`src/verilog/lss_map.svh`:
```
// lss_map.svh: offsets, bit positions, reset value and small counts of the
// link safety status byte.
// assumes it is included by bare name wherever the numbers are needed.
`ifndef LSS_MAP_SVH
`define LSS_MAP_SVH

////////////////////////////////////////////////////////////////////////////
// host port addresses: read and write forms of the same register
`define LSS_ADDR_STATUS_RD 8'h05
`define LSS_ADDR_STATUS_WR 8'h04

////////////////////////////////////////////////////////////////////////////
// field positions inside the status byte
`define LSS_BIT_MSG_READY 7
`define LSS_BIT_ALERT_STATUS 6
`define LSS_BIT_LINK_CORRUPT 5
`define LSS_BIT_ALERT_SUMMARY 4
`define LSS_BIT_ECHO_MISMATCH 3
`define LSS_BIT_HOST_DRIVEN 2
`define LSS_BIT_ROLLING_COUNT 1
`define LSS_BIT_HW_FAULT 0

////////////////////////////////////////////////////////////////////////////
// reset value: only the host-driven state bit is high
`define LSS_STATUS_RESET 8'h04
// answer for any address other than the status read address
`define LSS_READ_DEFAULT 8'h00
// increment for single-node commands in the rolling counter check
`define LSS_SINGLE_NODE_STEP 8'h01

`endif

```
`src/verilog/lss_pkg.sv`:
```
// lss_pkg: types shared by the link safety status block.
// assumes nothing beyond a SystemVerilog compiler.
package lss_pkg;

	// operating mode reported by the mode controller
	typedef enum logic [1:0]
	{
		LSS_MODE_COMMANDED,
		LSS_MODE_SLEEP,
		LSS_MODE_SAFE_MON
	} lss_mode_type;

	// rolling counter configuration
	typedef enum logic [1:0]
	{
		LSS_ALIVE_OFF,
		LSS_ALIVE_MANUAL,
		LSS_ALIVE_AUTO
	} lss_alive_mode_type;

	// link frame tracking
	typedef enum logic
	{
		LSS_LINK_IDLE,
		LSS_LINK_IN_FRAME
	} lss_link_state_type;

endpackage

```
`src/verilog/lss_alive_check.sv`:
```
// lss_alive_check: compares a returned rolling counter byte with the
// value expected from seed, queue depth and chain length.
// assumes all inputs are steady in the cycle check_i or seed_clear_i is high.
`timescale 1ns/100ps
`include "lss_map.svh"

module lss_alive_check import lss_pkg::*; (
	// configuration
	input wire lss_alive_mode_type alive_mode_i,
	input wire logic [7:0] rolling_count_seed_i,
	input wire logic [7:0] rolling_count_queue_i,
	input wire logic [7:0] chain_node_total_i,
	// events
	input wire logic check_i,
	input wire logic broadcast_i,
	input wire logic [7:0] returned_rolling_count_i,
	input wire logic seed_clear_i,
	// results
	output logic err_set_o,
	output logic err_clear_o
);

	logic auto_on;
	logic [7:0] step;
	logic [7:0] expected;
	logic count_bad;
	logic clear_bad;

	// only the automatic mode may ever raise the error
	assign auto_on = (alive_mode_i == LSS_ALIVE_AUTO); // RL15
	// broadcast commands pass every node, single-node ones only one
	assign step = broadcast_i ? chain_node_total_i : `LSS_SINGLE_NODE_STEP;
	// modulo-256 arithmetic, as the counter byte wraps
	assign expected = 8'(rolling_count_seed_i - rolling_count_queue_i + step);
	assign count_bad = check_i && (returned_rolling_count_i != expected); // RL13
	// clearing the seed with commands still queued loses track
	assign clear_bad = seed_clear_i && (rolling_count_queue_i != 8'h00); // RL14
	assign err_set_o = auto_on && (count_bad || clear_bad); // RL15
	// a clean seed clear restarts counting, so the old error is dropped
	assign err_clear_o = seed_clear_i && (rolling_count_queue_i == 8'h00);

endmodule // lss_alive_check

```
`src/verilog/lss_flag.sv`:
```
// lss_flag: one sticky status flag with set and clear pulses.
// assumes set and clear come from logic on the same clock.
`timescale 1ns/100ps

module lss_flag #(
	parameter logic RESET_VAL = 1'b0
) (
	// clock and reset
	input wire logic core_clk_i,
	input wire logic nrst_i,
	// control
	input wire logic set_i,
	input wire logic clear_i,
	// state
	output logic flag_o
);

	// set wins over a clear in the same cycle so no event is lost
	always_ff @(posedge core_clk_i or negedge nrst_i)
	begin
		if (!nrst_i)
			flag_o <= RESET_VAL;
		else if (set_i)
			flag_o <= 1'b1;
		else if (clear_i)
			flag_o <= 1'b0;
	end

endmodule // lss_flag

```
`src/verilog/lss_status_top.sv`:
```
// lss_status_top: the link safety status byte and the logic behind each
// of its flags, read by the host over the register access port.
// assumes the link datapath, alert buffer, mask registers, mode control and
// counter configuration run on core_clk_i; supply and oscillator monitors
// are asynchronous and are synchronised here.
//
// Function
// RL1: set message-ready bit 7 when a framed received message waits for reading.
// RL2: clear message-ready once the host has read every unread message.
// RL3: a stop character with an empty receive buffer leaves message-ready clear.
// RL4: automatic alert-packet transactions never raise message-ready.
// RL5: raise bit 6 when an unmasked alert-packet status bit arrives.
// RL6: in host-driven operation the error-mask set masks alert status bits.
// RL7: in sleep or safe monitoring use debounce masks; auto-clear on debounce.
// RL8: bit 5 flags corrupted, inserted or omitted data within a link message.
// RL9: clear bit 5 on a preamble; set it when an erroneous transaction ends.
// RL10: bit 4 is the OR of alert link error and alert buffer fault.
// RL11: bit 3 flags echoed link data differing from transmitted data.
// RL12: bit 2 is one in host-driven operation, zero in sleep or safe mode.
// RL13: bit 1 flags a returned counter byte differing from the expected value.
// RL14: bit 1 also flags a seed clear while the counter queue is non-zero.
// RL15: bit 1 is never set while counting is disabled or manual.
// RL16: bit 0 flags supply, oscillator or transient logic faults.
// RL17: reset value 0x04; host writes to the byte change nothing.
`timescale 1ns/100ps
`include "lss_map.svh"

module lss_status_top import lss_pkg::*; #(
	parameter int ALERT_W = 8,
	parameter int MSG_CNT_W = 4
) (
	// clock and reset
	input wire logic core_clk_i,
	input wire logic nrst_i,
	// host register access
	input wire logic host_rd_i,
	input wire logic host_wr_i,
	input wire logic [7:0] host_addr_i,
	input wire logic [7:0] host_wdata_i,
	output logic [7:0] host_rdata_o,
	output logic host_ack_o,
	// receive side of the link
	input wire logic rx_msg_done_i,
	input wire logic rx_buf_empty_i,
	input wire logic rx_msg_auto_i,
	input wire logic rx_msg_read_i,
	// alert packet buffer
	input wire logic alert_pkt_valid_i,
	input wire logic [ALERT_W-1:0] alert_status_i,
	input wire logic [ALERT_W-1:0] err_mask_i,
	input wire logic [ALERT_W-1:0] debounce_mask_set_i,
	input wire logic debounce_done_i,
	input wire logic alert_link_error_i,
	input wire logic alert_buffer_fault_i,
	// link framing and lock-step monitor
	input wire logic preamble_i,
	input wire logic frame_end_i,
	input wire logic data_corrupt_i,
	input wire logic echo_mismatch_i,
	// operating mode
	input wire lss_mode_type op_mode_i,
	// rolling counter
	input wire lss_alive_mode_type alive_mode_i,
	input wire logic count_check_i,
	input wire logic count_broadcast_i,
	input wire logic [7:0] returned_rolling_count_i,
	input wire logic [7:0] rolling_count_seed_i,
	input wire logic [7:0] rolling_count_queue_i,
	input wire logic [7:0] chain_node_total_i,
	input wire logic seed_clear_command_i,
	// hardware monitors
	input wire logic supply_fault_i,
	input wire logic osc_fault_i,
	input wire logic logic_fault_i
);

	////////////////////////////////////////////////////////////////////////
	// declarations

	logic [MSG_CNT_W-1:0] unread_count, next_unread_count;
	logic msg_accept, msg_take, cnt_full, cnt_empty, msg_ready;

	logic host_driven, host_driven_state;
	logic [ALERT_W-1:0] active_mask;
	logic alert_unmasked, alert_set, alert_clear, alert_status_error;

	lss_link_state_type link_state, next_link_state;
	logic frame_err_pending, next_frame_err_pending;
	logic link_set, link_corruption_error;

	logic alert_summary_error, echo_mismatch_error;
	logic alive_set, alive_clear, rolling_counter_error;

	logic supply_meta, supply_sync, osc_meta, osc_sync;
	logic hw_set, hardware_fault;

	logic [7:0] status_byte, next_rdata;
	logic rd_hit, access;

	////////////////////////////////////////////////////////////////////////
	// unread message counter behind the message-ready flag

	// a message counts only if framed, non-empty and host-originated
	assign msg_accept = rx_msg_done_i && !rx_buf_empty_i // RL3
		&& !rx_msg_auto_i; // RL4
	assign cnt_full = (unread_count == {MSG_CNT_W{1'b1}});
	assign cnt_empty = (unread_count == '0);
	// a read with nothing counted is ignored, so the count never wraps
	assign msg_take = rx_msg_read_i && !cnt_empty;

	// saturate rather than wrap: the receive buffer overflows long before
	always_comb
	begin
		next_unread_count = unread_count;
		if (msg_accept && !msg_take && !cnt_full)
			next_unread_count = unread_count + 1'b1; // RL1
		else if (msg_take && !msg_accept)
			next_unread_count = unread_count - 1'b1; // RL2
	end

	// counter register
	always_ff @(posedge core_clk_i or negedge nrst_i)
	begin
		if (!nrst_i)
			unread_count <= '0;
		else
			unread_count <= next_unread_count;
	end

	// ready as long as one message is still unread
	assign msg_ready = !cnt_empty; // RL1 RL2

	////////////////////////////////////////////////////////////////////////
	// operating mode

	// any mode other than host-driven counts as sleep or safe monitoring
	assign host_driven = (op_mode_i == LSS_MODE_COMMANDED);

	// registered so the byte never shows a decoder glitch
	always_ff @(posedge core_clk_i or negedge nrst_i)
	begin
		if (!nrst_i)
			host_driven_state <= 1'b1; // RL17
		else
			host_driven_state <= host_driven; // RL12
	end

	////////////////////////////////////////////////////////////////////////
	// alert packet status error

	// mask set follows the mode; a mask bit of one hides that status
	assign active_mask = host_driven ? err_mask_i // RL6
		: debounce_mask_set_i; // RL7
	assign alert_unmasked = |(alert_status_i & ~active_mask); // RL5
	assign alert_set = alert_pkt_valid_i && alert_unmasked; // RL5
	// host-driven: a clean packet clears; otherwise debounce clears it
	assign alert_clear = host_driven
		? (alert_pkt_valid_i && !alert_unmasked)
		: debounce_done_i; // RL7

	lss_flag #(
		.RESET_VAL(1'b0)
	) u_alert_flag (
		.core_clk_i(core_clk_i),
		.nrst_i(nrst_i),
		.set_i(alert_set),
		.clear_i(alert_clear),
		.flag_o(alert_status_error)
	);

	////////////////////////////////////////////////////////////////////////
	// link corruption error: frame tracking

	// errors seen inside a frame wait until that frame ends
	always_comb
	begin
		next_link_state = link_state;
		next_frame_err_pending = frame_err_pending;
		case (link_state)
			LSS_LINK_IDLE:
			begin
				if (preamble_i)
				begin
					next_link_state = LSS_LINK_IN_FRAME;
					next_frame_err_pending = data_corrupt_i; // RL8
				end
			end
			LSS_LINK_IN_FRAME:
			begin
				if (preamble_i)
					next_frame_err_pending = data_corrupt_i; // RL9
				else if (frame_end_i)
				begin
					next_link_state = LSS_LINK_IDLE;
					next_frame_err_pending = 1'b0;
				end
				else if (data_corrupt_i)
					next_frame_err_pending = 1'b1; // RL8
			end
			default:
			begin
				next_link_state = LSS_LINK_IDLE;
				next_frame_err_pending = 1'b0;
			end
		endcase
	end

	// frame tracker registers
	always_ff @(posedge core_clk_i or negedge nrst_i)
	begin
		if (!nrst_i)
		begin
			link_state <= LSS_LINK_IDLE;
			frame_err_pending <= 1'b0;
		end
		else
		begin
			link_state <= next_link_state;
			frame_err_pending <= next_frame_err_pending;
		end
	end

	// set only at the end of a frame that carried an error
	assign link_set = (link_state == LSS_LINK_IN_FRAME) && frame_end_i
		&& !preamble_i && (frame_err_pending || data_corrupt_i); // RL9

	lss_flag #(
		.RESET_VAL(1'b0)
	) u_link_flag (
		.core_clk_i(core_clk_i),
		.nrst_i(nrst_i),
		.set_i(link_set),
		.clear_i(preamble_i), // RL9
		.flag_o(link_corruption_error)
	);

	////////////////////////////////////////////////////////////////////////
	// alert summary: follows its two sources, one cycle late

	always_ff @(posedge core_clk_i or negedge nrst_i)
	begin
		if (!nrst_i)
			alert_summary_error <= 1'b0;
		else
			alert_summary_error <= alert_link_error_i
				|| alert_buffer_fault_i; // RL10
	end

	////////////////////////////////////////////////////////////////////////
	// echo mismatch from the lock-step monitor

	// sticky through the frame; a new preamble starts a fresh comparison
	lss_flag #(
		.RESET_VAL(1'b0)
	) u_echo_flag (
		.core_clk_i(core_clk_i),
		.nrst_i(nrst_i),
		.set_i(echo_mismatch_i), // RL11
		.clear_i(preamble_i),
		.flag_o(echo_mismatch_error)
	);

	////////////////////////////////////////////////////////////////////////
	// rolling counter error

	lss_alive_check u_alive_check (
		.alive_mode_i(alive_mode_i),
		.rolling_count_seed_i(rolling_count_seed_i),
		.rolling_count_queue_i(rolling_count_queue_i),
		.chain_node_total_i(chain_node_total_i),
		.check_i(count_check_i),
		.broadcast_i(count_broadcast_i),
		.returned_rolling_count_i(returned_rolling_count_i),
		.seed_clear_i(seed_clear_command_i),
		.err_set_o(alive_set),
		.err_clear_o(alive_clear)
	);

	lss_flag #(
		.RESET_VAL(1'b0)
	) u_alive_flag (
		.core_clk_i(core_clk_i),
		.nrst_i(nrst_i),
		.set_i(alive_set), // RL13 RL14 RL15
		.clear_i(alive_clear),
		.flag_o(rolling_counter_error)
	);

	////////////////////////////////////////////////////////////////////////
	// hardware fault

	// supply and oscillator monitor outputs are asynchronous: two stages before any use
	always_ff @(posedge core_clk_i or negedge nrst_i)
	begin
		if (!nrst_i)
		begin
			supply_meta <= 1'b0;
			supply_sync <= 1'b0;
			osc_meta <= 1'b0;
			osc_sync <= 1'b0;
		end
		else
		begin
			supply_meta <= supply_fault_i;
			supply_sync <= supply_meta;
			osc_meta <= osc_fault_i;
			osc_sync <= osc_meta;
		end
	end

	// only reset clears it: a fault may have upset any other state
	assign hw_set = supply_sync || osc_sync || logic_fault_i; // RL16

	lss_flag #(
		.RESET_VAL(1'b0)
	) u_hw_flag (
		.core_clk_i(core_clk_i),
		.nrst_i(nrst_i),
		.set_i(hw_set), // RL16
		.clear_i(1'b0),
		.flag_o(hardware_fault)
	);

	////////////////////////////////////////////////////////////////////////
	// status byte assembly and host access

	// all fields come from flip-flops, so the reset image is 0x04
	always_comb
	begin
		status_byte = `LSS_STATUS_RESET;
		status_byte[`LSS_BIT_MSG_READY] = msg_ready;
		status_byte[`LSS_BIT_ALERT_STATUS] = alert_status_error;
		status_byte[`LSS_BIT_LINK_CORRUPT] = link_corruption_error;
		status_byte[`LSS_BIT_ALERT_SUMMARY] = alert_summary_error;
		status_byte[`LSS_BIT_ECHO_MISMATCH] = echo_mismatch_error;
		status_byte[`LSS_BIT_HOST_DRIVEN] = host_driven_state;
		status_byte[`LSS_BIT_ROLLING_COUNT] = rolling_counter_error;
		status_byte[`LSS_BIT_HW_FAULT] = hardware_fault;
	end

	// writes are answered but discarded; data bus is never stored
	assign rd_hit = host_rd_i && (host_addr_i == `LSS_ADDR_STATUS_RD);
	assign access = host_rd_i || host_wr_i; // RL17
	assign next_rdata = rd_hit ? status_byte : `LSS_READ_DEFAULT;

	// answer one cycle after the access; the byte is a snapshot
	always_ff @(posedge core_clk_i or negedge nrst_i)
	begin
		if (!nrst_i)
		begin
			host_rdata_o <= `LSS_READ_DEFAULT;
			host_ack_o <= 1'b0;
		end
		else
		begin
			host_rdata_o <= access ? next_rdata : `LSS_READ_DEFAULT;
			host_ack_o <= access;
		end
	end

endmodule // lss_status_top
```
`config.mk`:
```
export PLATFORM = sky130hd
export DESIGN_NAME = lss_status_top
export DESIGN_NICKNAME = d
export VERILOG_FILES = /design/src/verilog/lss_pkg.sv /design/src/verilog/lss_alive_check.sv /design/src/verilog/lss_flag.sv /design/src/verilog/lss_status_top.sv
export VERILOG_INCLUDE_DIRS = /design/src /design/src/verilog
export SDC_FILE = /design/constraint.sdc
export NUM_CORES = 1
export LEC_CHECK = 0
export ABC_AREA = 1
export BUFFER_PORTS_ARGS = -buffer_cell sky130_fd_sc_hd__buf_4
export CORE_MARGIN = 2
export CORE_UTILIZATION = 45
export DETAILED_ROUTE_END_ITERATION = 10
export HOLD_SLACK_MARGIN = 0.1
export PLACE_DENSITY_LB_ADDON = 0.12
export SLEW_MARGIN = 20
export SYNTH_ARGS = -nofsm -noshare
export SYNTH_HDL_FRONTEND = slang
export SYNTH_SLANG_ARGS = --single-unit
```
`constraint.sdc`:
```
create_clock -name core_clk_i -period 2.7 [get_ports core_clk_i]
set_input_delay 0.27 -clock core_clk_i [delete_from_list [all_inputs] [get_ports core_clk_i]]
set_output_delay 0.27 -clock core_clk_i [all_outputs]
set_load 0.02 [all_outputs]
```
### Word level (Yosys, flattened, before mapping)

Index checks and enable logic that the tools add are counted.

* $add $sub $neg: 4
* multiplexer cells: 23
* equality and inequality tests: 6
* bitwise operators: 3
* reductions and logical operators: 41

Operator list (count)
* $mux W8: 4
* $logic_and A1 B1 Y1: 16
* $mux W1: 15
* $reduce_bool A2 Y1: 5
* $add A8 B8 Y8: 1
* $and A8 B8 Y8: 1
* $eq A8 B3 Y1 const B: 1
* $logic_not A1 Y1: 8
* $logic_not A8 Y1: 1
* $mux W4: 2
* $ne A8 B8 Y1: 1
* $not A8 Y8: 1
* $reduce_bool A8 Y1: 1
* $reduce_or A8 Y1: 1
* $sub A8 B8 Y8: 1
* $logic_or A1 B1 Y1: 6
* $add A4 B1 Y4 const B: 1
* $eq A4 B4 Y1 const B: 1
* $logic_not A4 Y1: 1
* $ne A4 B4 Y1 const B: 1
* $pmux W1 S2: 2
* $sub A4 B1 Y4 const B: 1
* $eq A2 B2 Y1 const B: 1
* $logic_not A2 Y1: 1
* 3 further kinds: 3

* flip-flop bits (word level): 26
* bits of input ports: 98
* output and inout port bits: 9

### Logic depth before layout (Yosys ltp)

Gate-level depths: netlist of the first run.

* word-level depth: 10
* mapped depth: 20

### Hierarchy

Synthesis of the first run repeated with hierarchy kept, for this count alone.

* cell total of the unflattened synthesis: 306
* area, all modules: 2117.0 µm²

Modules (own cells, without submodules)
* lss_status_top: area an instance 1076.0 µm², instances 1, cells an instance 128
* lss_alive_check: area an instance 840.8 µm², instances 1, cells an instance 153
* lss_flag: area an instance 40.0 µm², instances 5, cells an instance 5

### Worst setup path before layout of the first run

OpenSTA, ideal clock, no wires.

* path type: input to register
* start point: in count_broadcast_i
* end point: reg u_alive_flag.flag_o
* buffers on the path: 1
* data required time: 2584 ps
* cell stages on the path: 15
* arrival: 2192 ps
* path slack: 391 ps
* cell sequence: buf_2 -> nand2_1 -> inv_1 -> fa_1 -> fa_1 -> xnor2_1 -> nand2_1 -> nor2_1 -> nand3_1 -> nor2_1 -> nand3_1 -> nand2_1 -> nand2_1 -> nand2_1 -> nand2_1

* cells in the longest elaborated chain, start to end: 7
* elaborated cells on any way between the ends: 8

Ends and longest elaborated chain
* from (decl): RTL line lss_status_top.sv:65 `input wire logic count_broadcast_i,`
* $mux W8 (no source line) *
* $add A8 B8 Y8 *: RTL line lss_alive_check.sv:34 `assign expected = 8'(rolling_count_seed_i - rolling_count_queue_i + step);`
* $ne A8 B8 Y1 *: RTL line lss_alive_check.sv:35 `assign count_bad = check_i && (returned_rolling_count_i != expected);`
* $logic_and A1 B1 Y1 *: RTL line lss_alive_check.sv:35
* $logic_or A1 B1 Y1 *: RTL line lss_alive_check.sv:38 `assign err_set_o = auto_on && (count_bad || clear_bad);`
* $logic_and A1 B1 Y1 *: RTL line lss_alive_check.sv:38
* $mux W1 / $reduce_bool A2 Y1 (equally long branches)
* to (signal assigned): RTL line lss_flag.sv:22 `flag_o <= RESET_VAL;`
* to (signal assigned): RTL line lss_flag.sv:24 `flag_o <= 1'b1;`
* to (signal assigned): RTL line lss_flag.sv:26 `flag_o <= 1'b0;`
* to (decl): RTL line lss_flag.sv:15 `output logic flag_o`

Every way passes the cells marked *; elsewhere a longest branch is shown, timed or not.
A chain may end at the register's enable or synchronous reset.

### Worst setup path in the final report of the first run

Same ends and word-level chain as after synthesis.

==> impl_metrics.json, run 1 <==
{
  "synth_area_leader_cell": "dfrtp_1",
  "cts_resized": 0,
  "die_area_um2": 4920,
  "ant_nets": 0,
  "relSlewSlack_pct": 56.1,
  "setup_tns_ps": 0,
  "required_ps": 2870,
  "top_layer_used": "met4",
  "fill_cells": 391,
  "worstSkewPairLatency_ps": 270,
  "setup_viol": 0,
  "dp.cells": 409,
  "wl_per_cell_um": 10.3,
  "grt_pass1_wl_um": 7600,
  "syn_avg_cell_area_um2": 7.54,
  "finalWirelength_um": 4280,
  "postCtsSetupBuffers": 0,
  "synth-edff-count": 0,
  "yosys_register_bits": 26,
  "clkSinkCount": 26,
  "die_y_um": 70.1,
  "syn-cell-area_um2": 1970,
  "drive_gt1_share_pct": 33.0,
  "drc": 0,
  "worstSetupPathType": "primary input to flop",
  "grt_usage_pct": 19.0,
  "hold_viol": 0,
  "grt-ovfl-total": 0,
  "synth-async-reset-ratio_pct": 100,
  "gp_congestion": 0.772,
  "rows": 24,
  "tightest_slew_ps": 656,
  "io_pins": 107,
  "rsz0062_at_grt": "no",
  "wl_met2_um": 2190,
  "status": "finished clean",
  "initial_core_util_pct": 45.8,
  "start_kind": "primary input",
  "synth_nets": 377,
  "ctsLongestPathBuffers": 2,
  "via_count": 1924,
  "postCtsHoldBufs": 3,
  "grt_max_degree": 27,
  "crit_fanout": 9,
  "die_w_um": 70.1,
  "syn_to_final_growth_pct": 45.4,
  "leakagePower_nw": 1.65,
  "end_kind": "flop",
  "dr.first_iter.drc_count": 30,
  "ys_seq_area_share_pct": 33.1,
  "finalPower_w": 0.00138,
  "synthCells": 261,
  "fin_cells": 416,
  "htree_levels": 1,
  "max_freq_mhz": 454,
  "skew_ps": 3.50,
  "critPathArrivalTime_ps": 2370,
  "clk_pin_slew_ps": 90,
  "synth.area.top_cells": "dfrtp_1 (32%), nand2_1 (14%), inv_1 (8.8%)",
  "maxCapViolations": 0,
  "io_buffers": 98,
  "synth_top_area_share_pct": 31.8,
  "cts_tree": "yes",
  "finalNetCount": 481,
  "hold_path_class": "primary input to flop",
  "final_period_minus_worst_setup_slack_ps": 2200,
  "wl_met3_um": 253,
  "synth_cell_types": 33,
  "met1Wirelength_um": 1790,
  "cts_made_buffers": 3,
  "synthFlopType": "dfrtp_1",
  "antenna_found_initial": 0,
  "num_antenna_cells": 0,
  "grt_pass1_vias": 1908,
  "first_pass_iters": 4,
  "fin_crit_sh_pct": 81.6,
  "synth_warnings": 0,
  "root_buffer": "clkbuf_8",
  "viasPerCell": 4.63,
  "vdd_drop_max_v": 0.000242,
  "hpwl_um": 3720,
  "coreArea_um2": 4290,
  "reg2reg_slack_ps": 530,
  "p_per_area_nw_per_um2": 482,
  "report.final.slew_viol_count": 0
}
[layout make-up]
| class | count | area [µm²] | area share, % |
|---|---|---|---|
| clock buffer | 3 | 41.3 | 1.44 |
| clock inverter | 1 | 30.0 | 1.05 |
| inverter | 52 | 195 | 6.83 |
| multi-input combinational | 181 | 1110 | 38.8 |
| sequential | 26 | 652 | 22.8 |
| tap | 52 | 65.1 | 2.28 |
| timing repair buffer | 101 | 766 | 26.8 |
[worst max-delay path: stages]
cell     delay, ps
buf_4          130
inv_1           40
nor2_1         100
ha_1           240
inv_1           60
ha_1           230
fa_1           450
xnor2_1        160
nand2_1         60
nor2_1         110
nand3_1         80
nor2_1         130
nand3_1        100
nand2_1         60
nand2_1         40
nand2_1         50
nand2_1         40
[power by group]
| part | internal [W] | switching, W | total, W | leakage [nW] |
|---|---|---|---|---|
| registers | 0.000433 | 0.0000356 | 0.000469 | 0.312 |
| clock network | 0.000198 | 0.000119 | 0.000317 | 0.0357 |
| logic | 0.000279 | 0.000313 | 0.000592 | 1.30 |
| total | 0.000911 | 0.000467 | 0.00138 | 1.65 |
[metrics by stage]
stage / hold slack [ps] / setup slack, ps / area (µm²) / util [%]
after floorplan: -25.6 / 391 / 1970 / -
after global placement: 188 / 203 / 2760 / 64.2
after detailed placement: 191 / 182 / 2760 / 64.2
after CTS: 152 / 481 / 2860 / 66.6
after global routing: 153 / 246 / 2860 / 66.6
final: 157 / 498 / 2860 / 66.6
[final timing paths]
path / from / endpoint / cells past startpoint
max reg2reg: unread_count[1] / unread_count[3] / 9
min in group asynchronous: nrst_i / unread_count[3] / 2
max in group asynchronous: nrst_i / host_driven_state / 2
min reg2reg: osc_meta / osc_sync / 0
min: preamble_i / u_link_flag.flag_o / 2
max: count_broadcast_i / u_alive_flag.flag_o / 17
[synthesized netlist by cell type, drive strengths merged, types with 2 or more instances]
| cell | instances |
|---|---|
| nand3b | 2 |
| nand3 | 24 |
| o21ai | 4 |
| inv | 50 |
| nor2 | 18 |
| or2 | 2 |
| xor2 | 5 |
| clkinv | 2 |
| nor4 | 2 |
| a21oi | 6 |
| dfrtp | 25 |
| buf | 2 |
| nand4 | 5 |
| nor3 | 2 |
| ha | 10 |
| nand2 | 80 |
| fa | 8 |
| xnor2 | 5 |
| o21bai | 2 |
[flip-flops by register name, summed over array words and instances, names as in the netlist]
name / cells
supply_meta: 1
alert_summary_error: 1
link_state: 1
host_driven_state: 1
host_rdata_o: 8
u_hw_flag.flag_o: 1
osc_meta: 1
unread_count: 4
u_link_flag.flag_o: 1
osc_sync: 1
supply_sync: 1
u_alive_flag.flag_o: 1
frame_err_pending: 1
u_echo_flag.flag_o: 1
host_ack_o: 1
u_alert_flag.flag_o: 1
[cells in the final DEF (no fill, tap or decap), drive strengths merged, types with 3 or more instances in the layout]
cell type	n
dfrtp	25
clkbuf	3
nand2	80
a21oi	6
ha	10
buf	98
xnor2	5
xor2	5
nand3	24
nor2	18
inv	50
dlygate4sd3	3
fa	8
nand4	5
o21ai	4
[routing by layer]
metal	vias up	GRT usage, %
li1	1015	-
met1	842	22.8
met2	61	35.0
met3	6	3.17
met4	0	4.70
met5	-	0
[logic make-up after synthesis]
family	count (synthesis)	share of synthesized area (%)
flip-flops	26	33.1
adder cells (fa/ha/maj)	18	14.5
XOR/XNOR	10	4.45
multiplexers	1	0.509
AND/OR/NAND/NOR	137	31.2
buffers and inverters	54	10.4
AO/OA/AOI/OAI	15	5.79
Note: power is estimated with default switching activity, not from simulation.
==> run 2: changes to the inputs <==
--- a/config.mk
+++ b/config.mk
@@ -9,7 +9,7 @@
 export ABC_AREA = 1
 export BUFFER_PORTS_ARGS = -buffer_cell sky130_fd_sc_hd__buf_4
 export CORE_MARGIN = 2
-export CORE_UTILIZATION = 45
+export CORE_UTILIZATION = 41
 export DETAILED_ROUTE_END_ITERATION = 10
 export HOLD_SLACK_MARGIN = 0.1
 export PLACE_DENSITY_LB_ADDON = 0.12
==> constraint.sdc (replaced) <==
create_clock -name core_clk_i -period 1.9 [get_ports core_clk_i]
set_input_delay 0.19 -clock core_clk_i [delete_from_list [all_inputs] [get_ports core_clk_i]]
set_output_delay 0.19 -clock core_clk_i [all_outputs]
set_load 0.02 [all_outputs]
==> impl_metrics.json, run 2 (synthesis results as in run 1) <==
{
  "status": "complete, but fails checks",
  "violations": "negative setup slack",
  "grt_max_degree": 27,
  "grt_pass1_wl_um": 8070,
  "critPathArrivalTime_ps": 2180,
  "maxCapViolations": 0,
  "dp_slack_ps": -546,
  "drc": 0,
  "syn_to_final_growth_pct": 60.4,
  "largest-register": "host_rdata_o",
  "multi_input_area_um2": 1170,
  "die_area_um2": 5370,
  "die_w_um": 73.3,
  "fin_crit_sh_pct": 106,
  "required_ps": 2060,
  "vdd_drop_max_v": 0.000418,
  "clkSinkCount": 26,
  "relSlewSlack_pct": 68.0,
  "p_per_area_nw_per_um2": 729,
  "io_pins": 107,
  "setup_viol": 2,
  "tightest_slew_ps": 475,
  "seqCellArea_um2": 652,
  "fill_cells": 421,
  "hold_path_class": "primary input to flop",
  "whs_ps": 115,
  "hold_viol": 0,
  "clk_pin_slew_ps": 80,
  "cts_made_buffers": 3,
  "start_kind": "primary input",
  "gp_congestion": 0.810,
  "worstSkewPairLatency_ps": 270,
  "via_count": 2029,
  "ant_nets": 0,
  "finalNetCount": 507,
  "wl_per_cell_um": 10.7,
  "io_buffers": 98,
  "worstSetupPathType": "primary input to flop",
  "rsz0062_at_grt": "yes",
  "max_freq_mhz": 495,
  "first_pass_iters": 4,
  "end_kind": "flop",
  "root_buffer": "clkbuf_8",
  "dp.cells": 428,
  "crit_fanout": 5,
  "hpwl_um": 3970,
  "reg_top3": "host_rdata_o x8, unread_count x4",
  "die_y_um": 73.3,
  "initial_core_util_pct": 42.2,
  "final_common_cell": "buf_4",
  "fin_cells": 444,
  "grt_pass1_vias": 1965,
  "skew_ps": 2.67,
  "coreArea_um2": 4660,
  "hold_path_depth": 2,
  "largest_reg_flops": 8,
  "grt_usage_pct": 18.9,
  "antenna_found_initial": 0,
  "finalWirelength_um": 4760,
  "cts_tree": "yes",
  "final_period_minus_worst_setup_slack_ps": 2020,
  "fin_ws_ps": -119,
  "reg2reg_depth": 9,
  "drive_gt1_share_pct": 39.2,
  "leakagePower_nw": 1.78,
  "reg2reg_slack_ps": -90,
  "htree_levels": 1,
  "dr.first_iter.drc_count": 70,
  "num_antenna_cells": 0,
  "final_cell_mix": "buf_4 (115), nand2_1 (74), inv_1 (45), dfrtp_1 (25), nand3_1 (23)",
  "ctsLongestPathBuffers": 2,
  "rows": 25,
  "report.final.slew_viol_count": 0,
  "viasPerCell": 4.57,
  "grt-ovfl-total": 0
}
==> run 2: cell count changes in the layout (fill, tap and decap cells not counted), moves of 2 or more <==
cell,delta
a21oi_1,-2
fa_1,-2
fa_2,+2
dlygate4sd3_1,+4
a21oi_2,+2
ha_4,+3
buf_4,+17
ha_1,-3
buf_6,+4
==> run 2: routing by layer <==
layer / track usage, % / wire length, µm / up-vias
met1: 23.3 / 1970 / 893
met5: 0 / 0 / -
met2: 34.6 / 2480 / 69
met3: 3.43 / 287 / 2
met4: 3.09 / 24 / 0
li1: - / - / 1065
==> run 2: path summary, 6_finish.rpt <==
kind / startpoint / endpoint
setup reg to reg: unread_count[2] / unread_count[3]
setup / recovery: count_broadcast_i / u_alive_flag.flag_o
max in group asynchronous: nrst_i / host_driven_state
hold / removal: echo_mismatch_i / u_echo_flag.flag_o
min in group asynchronous: nrst_i / unread_count[3]
hold reg to reg: supply_meta / supply_sync
==> run 2: critical path: stages <==
cell and delay [ps]:
buf_8 110, nand2_2 50, inv_2 30, fa_1 490, fa_2 550, xnor2_1 110, nand2_1 70, nor2_1 120
nand3_1 80, nor2_1 130, nand3_1 80, nand2_1 60, nand2_1 40, nand2_1 50, nand2_1 40
==> run 2: cell type report <==
class | count | share of cell area [%]
timing repair buffer | 127 | 31.5
sequential | 26 | 20.7
tap | 54 | 2.14
inverter | 52 | 6.23
clock inverter | 1 | 0.952
clock buffer | 3 | 1.31
multi-input combinational | 181 | 37.2
==> run 2: timing repair <==
item,CTS,global route
gates resized for setup,12,4
buffers inserted,5,2
pin swaps,10,9
hold buffers,4,3
setup endpoints to repair,2,4
hold endpoints to repair,29,2
==> run 2: power breakdown <==
group / internal, W / switching [W]
clock network: 0.000282 / 0.000165
registers: 0.000616 / 0.0000386
logic: 0.000638 / 0.000563
==> run 2: per-stage QoR <==
| step | instance area (µm²) | total power [W] | util, % | setup TNS [ps] |
|---|---|---|---|---|
| 6_report | 3160 | 0.00230 | 67.7 | -211 |
| 3_3_place_gp | 2900 | 0.00166 | 62.2 | -547 |
| 2_1_floorplan | 1990 | 0.00128 | - | -305 |
| 3_5_place_dp | 2900 | 0.00169 | 62.2 | -675 |
| 4_1_cts | 3110 | 0.00228 | 66.6 | -221 |
| 5_1_grt | 3160 | 0.00249 | 67.7 | -469 |
==> run 3: changes to the inputs <==
--- a/config.mk
+++ b/config.mk
@@ -9,7 +9,7 @@
 export ABC_AREA = 1
 export BUFFER_PORTS_ARGS = -buffer_cell sky130_fd_sc_hd__buf_4
 export CORE_MARGIN = 2
-export CORE_UTILIZATION = 41
+export CORE_UTILIZATION = 45
 export DETAILED_ROUTE_END_ITERATION = 10
 export HOLD_SLACK_MARGIN = 0.1
 export PLACE_DENSITY_LB_ADDON = 0.12
==> constraint.sdc (replaced) <==
create_clock -name core_clk_i -period 2.1 [get_ports core_clk_i]
set_input_delay 0.21 -clock core_clk_i [delete_from_list [all_inputs] [get_ports core_clk_i]]
set_output_delay 0.21 -clock core_clk_i [all_outputs]
set_load 0.02 [all_outputs]
==> impl_metrics.json, run 3 (synthesis results as in run 1) <==
{
  "htree_levels": 1,
  "clkSinkCount": 26,
  "final_period_minus_worst_setup_slack_ps": 2050,
  "grt_usage_pct": 18.5,
  "hold_viol": 0,
  "ant_nets": 0,
  "top_layer_used": "met4",
  "critPathArrivalTime_ps": 2220,
  "syn_to_final_growth_pct": 54.8,
  "p_per_area_nw_per_um2": 649,
  "end_kind": "flop",
  "clk_pin_slew_ps": 90,
  "leakagePower_nw": 1.72,
  "clock_power_share_pct": 20.7,
  "die_area_um2": 4920,
  "worstSetupPathType": "primary input to flop",
  "grt-ovfl-total": 0,
  "wl_met3_um": 294,
  "worstSkewPairLatency_ps": 270,
  "cpLargestDelayFamily": "adder cells",
  "reg2reg_depth": 9,
  "antenna_found_initial": 0,
  "initial_core_util_pct": 45.8,
  "rows": 24,
  "setup_viol": 0,
  "post-route-util_pct": 70.9,
  "max_stage_delay_ps": 540,
  "reg2reg_from": "unread_count[2]",
  "dp.cells": 418,
  "gp_congestion": 0.763,
  "drive_gt1_share_pct": 38.9,
  "die_y_um": 70.1,
  "required_ps": 2270,
  "io_pins": 107,
  "critPathBufInv": 2,
  "final_common_cell": "buf_4",
  "report.final.slew_viol_count": 0,
  "fin_crit_sh_pct": 97.8,
  "maxCapViolations": 0,
  "crit_fanout": 6,
  "cp-startpoint": "count_broadcast_i",
  "io_buffers": 98,
  "cts_made_buffers": 3,
  "seqCellArea_um2": 652,
  "hold_start": "preamble_i",
  "root_buffer": "clkbuf_8",
  "p_seq_share_pct": 29.9,
  "hold_path_class": "primary input to flop",
  "viasPerCell": 4.65,
  "rsz0062_at_grt": "yes",
  "p_int_w": 0.00129,
  "crit_chain": "buf_4 > nand2_1 > inv_1 > fa_2 > fa_2 > xnor2_2 > nand2_1 > nor2_1 > nand3_1 > nor2_2 > nand3_1 > nand2_1 > nand2_1 > nand2_1 > nand2_1",
  "status": "finished clean",
  "met1Wirelength_um": 1850,
  "wl_met2_um": 2470,
  "fin_cells": 430,
  "hold_path_depth": 2,
  "num_antenna_cells": 0,
  "grt_pass1_wl_um": 7530,
  "grt_max_degree": 27,
  "finalWirelength_um": 4640,
  "wl_per_cell_um": 10.8,
  "grt_pass1_vias": 1951,
  "finalNetCount": 495,
  "skew_ps": 0.879,
  "largest-register": "host_rdata_o",
  "relSlewSlack_pct": 73.1,
  "power_frac_comb_pct": 49.4,
  "die_w_um": 70.1,
  "fill_cells": 351,
  "largest_reg_flops": 8,
  "ctsLongestPathBuffers": 2,
  "crit_cells": 15,
  "tightest_slew_ps": 402,
  "p_sw_w": 0.000685,
  "via_count": 1998,
  "vdd_drop_max_v": 0.000377,
  "multi_input_area_um2": 1190,
  "max_freq_mhz": 487,
  "first_pass_iters": 4,
  "reg_top3": "host_rdata_o x8, unread_count x4",
  "crit_top_cell": "nand2_1",
  "final_cell_mix": "buf_4 (112), nand2_1 (75), inv_1 (44), dfrtp_1 (25), nand3_1 (23)",
  "start_kind": "primary input",
  "drc": 0,
  "coreArea_um2": 4290,
  "dr.first_iter.drc_count": 89,
  "cts_tree": "yes",
  "slowest_stage": "fa_2",
  "hpwl_um": 3820,
  "swShare_pct": 34.6
}
## run 3: worst paths after layout
path | to | slack, ps
worst max-delay path | u_alive_flag.flag_o | 50
worst min-delay path | u_link_flag.flag_o | 120
worst max register to register | unread_count[3] | 120
max in group asynchronous | host_driven_state | 1440
min in group asynchronous | link_state | 370
worst min register to register | supply_sync | 350
## run 3: area by class of cell
class                   count  area share, %
inverters                  52           6.41
well taps                  52           2.14
multi-input cells         181           39.1
flip-flops and latches     26           21.4
repair buffers            115           28.6
clock buffers               3           1.36
clock inverters             1          0.986
## run 3: routing by layer
| layer | GRT usage [%] | vias up |
|---|---|---|
| met1 | 21.6 | 888 |
| met3 | 4.33 | 5 |
| met5 | 0 | - |
| met4 | 3.21 | 0 |
| li1 | - | 1044 |
| met2 | 34.8 | 61 |
## run 3: per-stage QoR
stage / hold WS [ps] / instance area [µm²] / power [W] / setup slack [ps] / setup TNS [ps]
floorplan: -85.6 / 1980 / 0.00113 / -125 / -125
global placement: 132 / 2830 / 0.00139 / -303 / -303
detailed placement: 131 / 2830 / 0.00142 / -340 / -340
CTS: 111 / 2940 / 0.00184 / 7.77 / 0
global route: 104 / 3040 / 0.00213 / -99.6 / -128
finish: 117 / 3040 / 0.00198 / 45.8 / 0
## run 3: timing repair
action	in CTS	in global routing
pin swaps	1	10
buffers inserted	0	5
endpoints found under the setup margin	1	2
gates resized for setup	1	15
hold endpoints to repair	27	0
hold buffers	3	0
## run 3: power groups by stage
stage                     registers [W]  clock network (W)  logic [W]
after floorplan                0.000608                  0   0.000523
after global placement         0.000598                  0   0.000794
after detailed placement       0.000602                  0   0.000820
after CTS                      0.000592           0.000417   0.000835
after global routing           0.000596           0.000443    0.00109
final                          0.000592           0.000409   0.000976
## run 3: worst register-to-register path, cell delays in order, from the launching register on
cell     delay (ps)
dfrtp_1         410
inv_2           120
nand4_4         120
a21oi_4         200
o41ai_4         120
ha_1            370
nand2_1          90
o21ai_2         120
mux2i_1         220
xor2_1          150
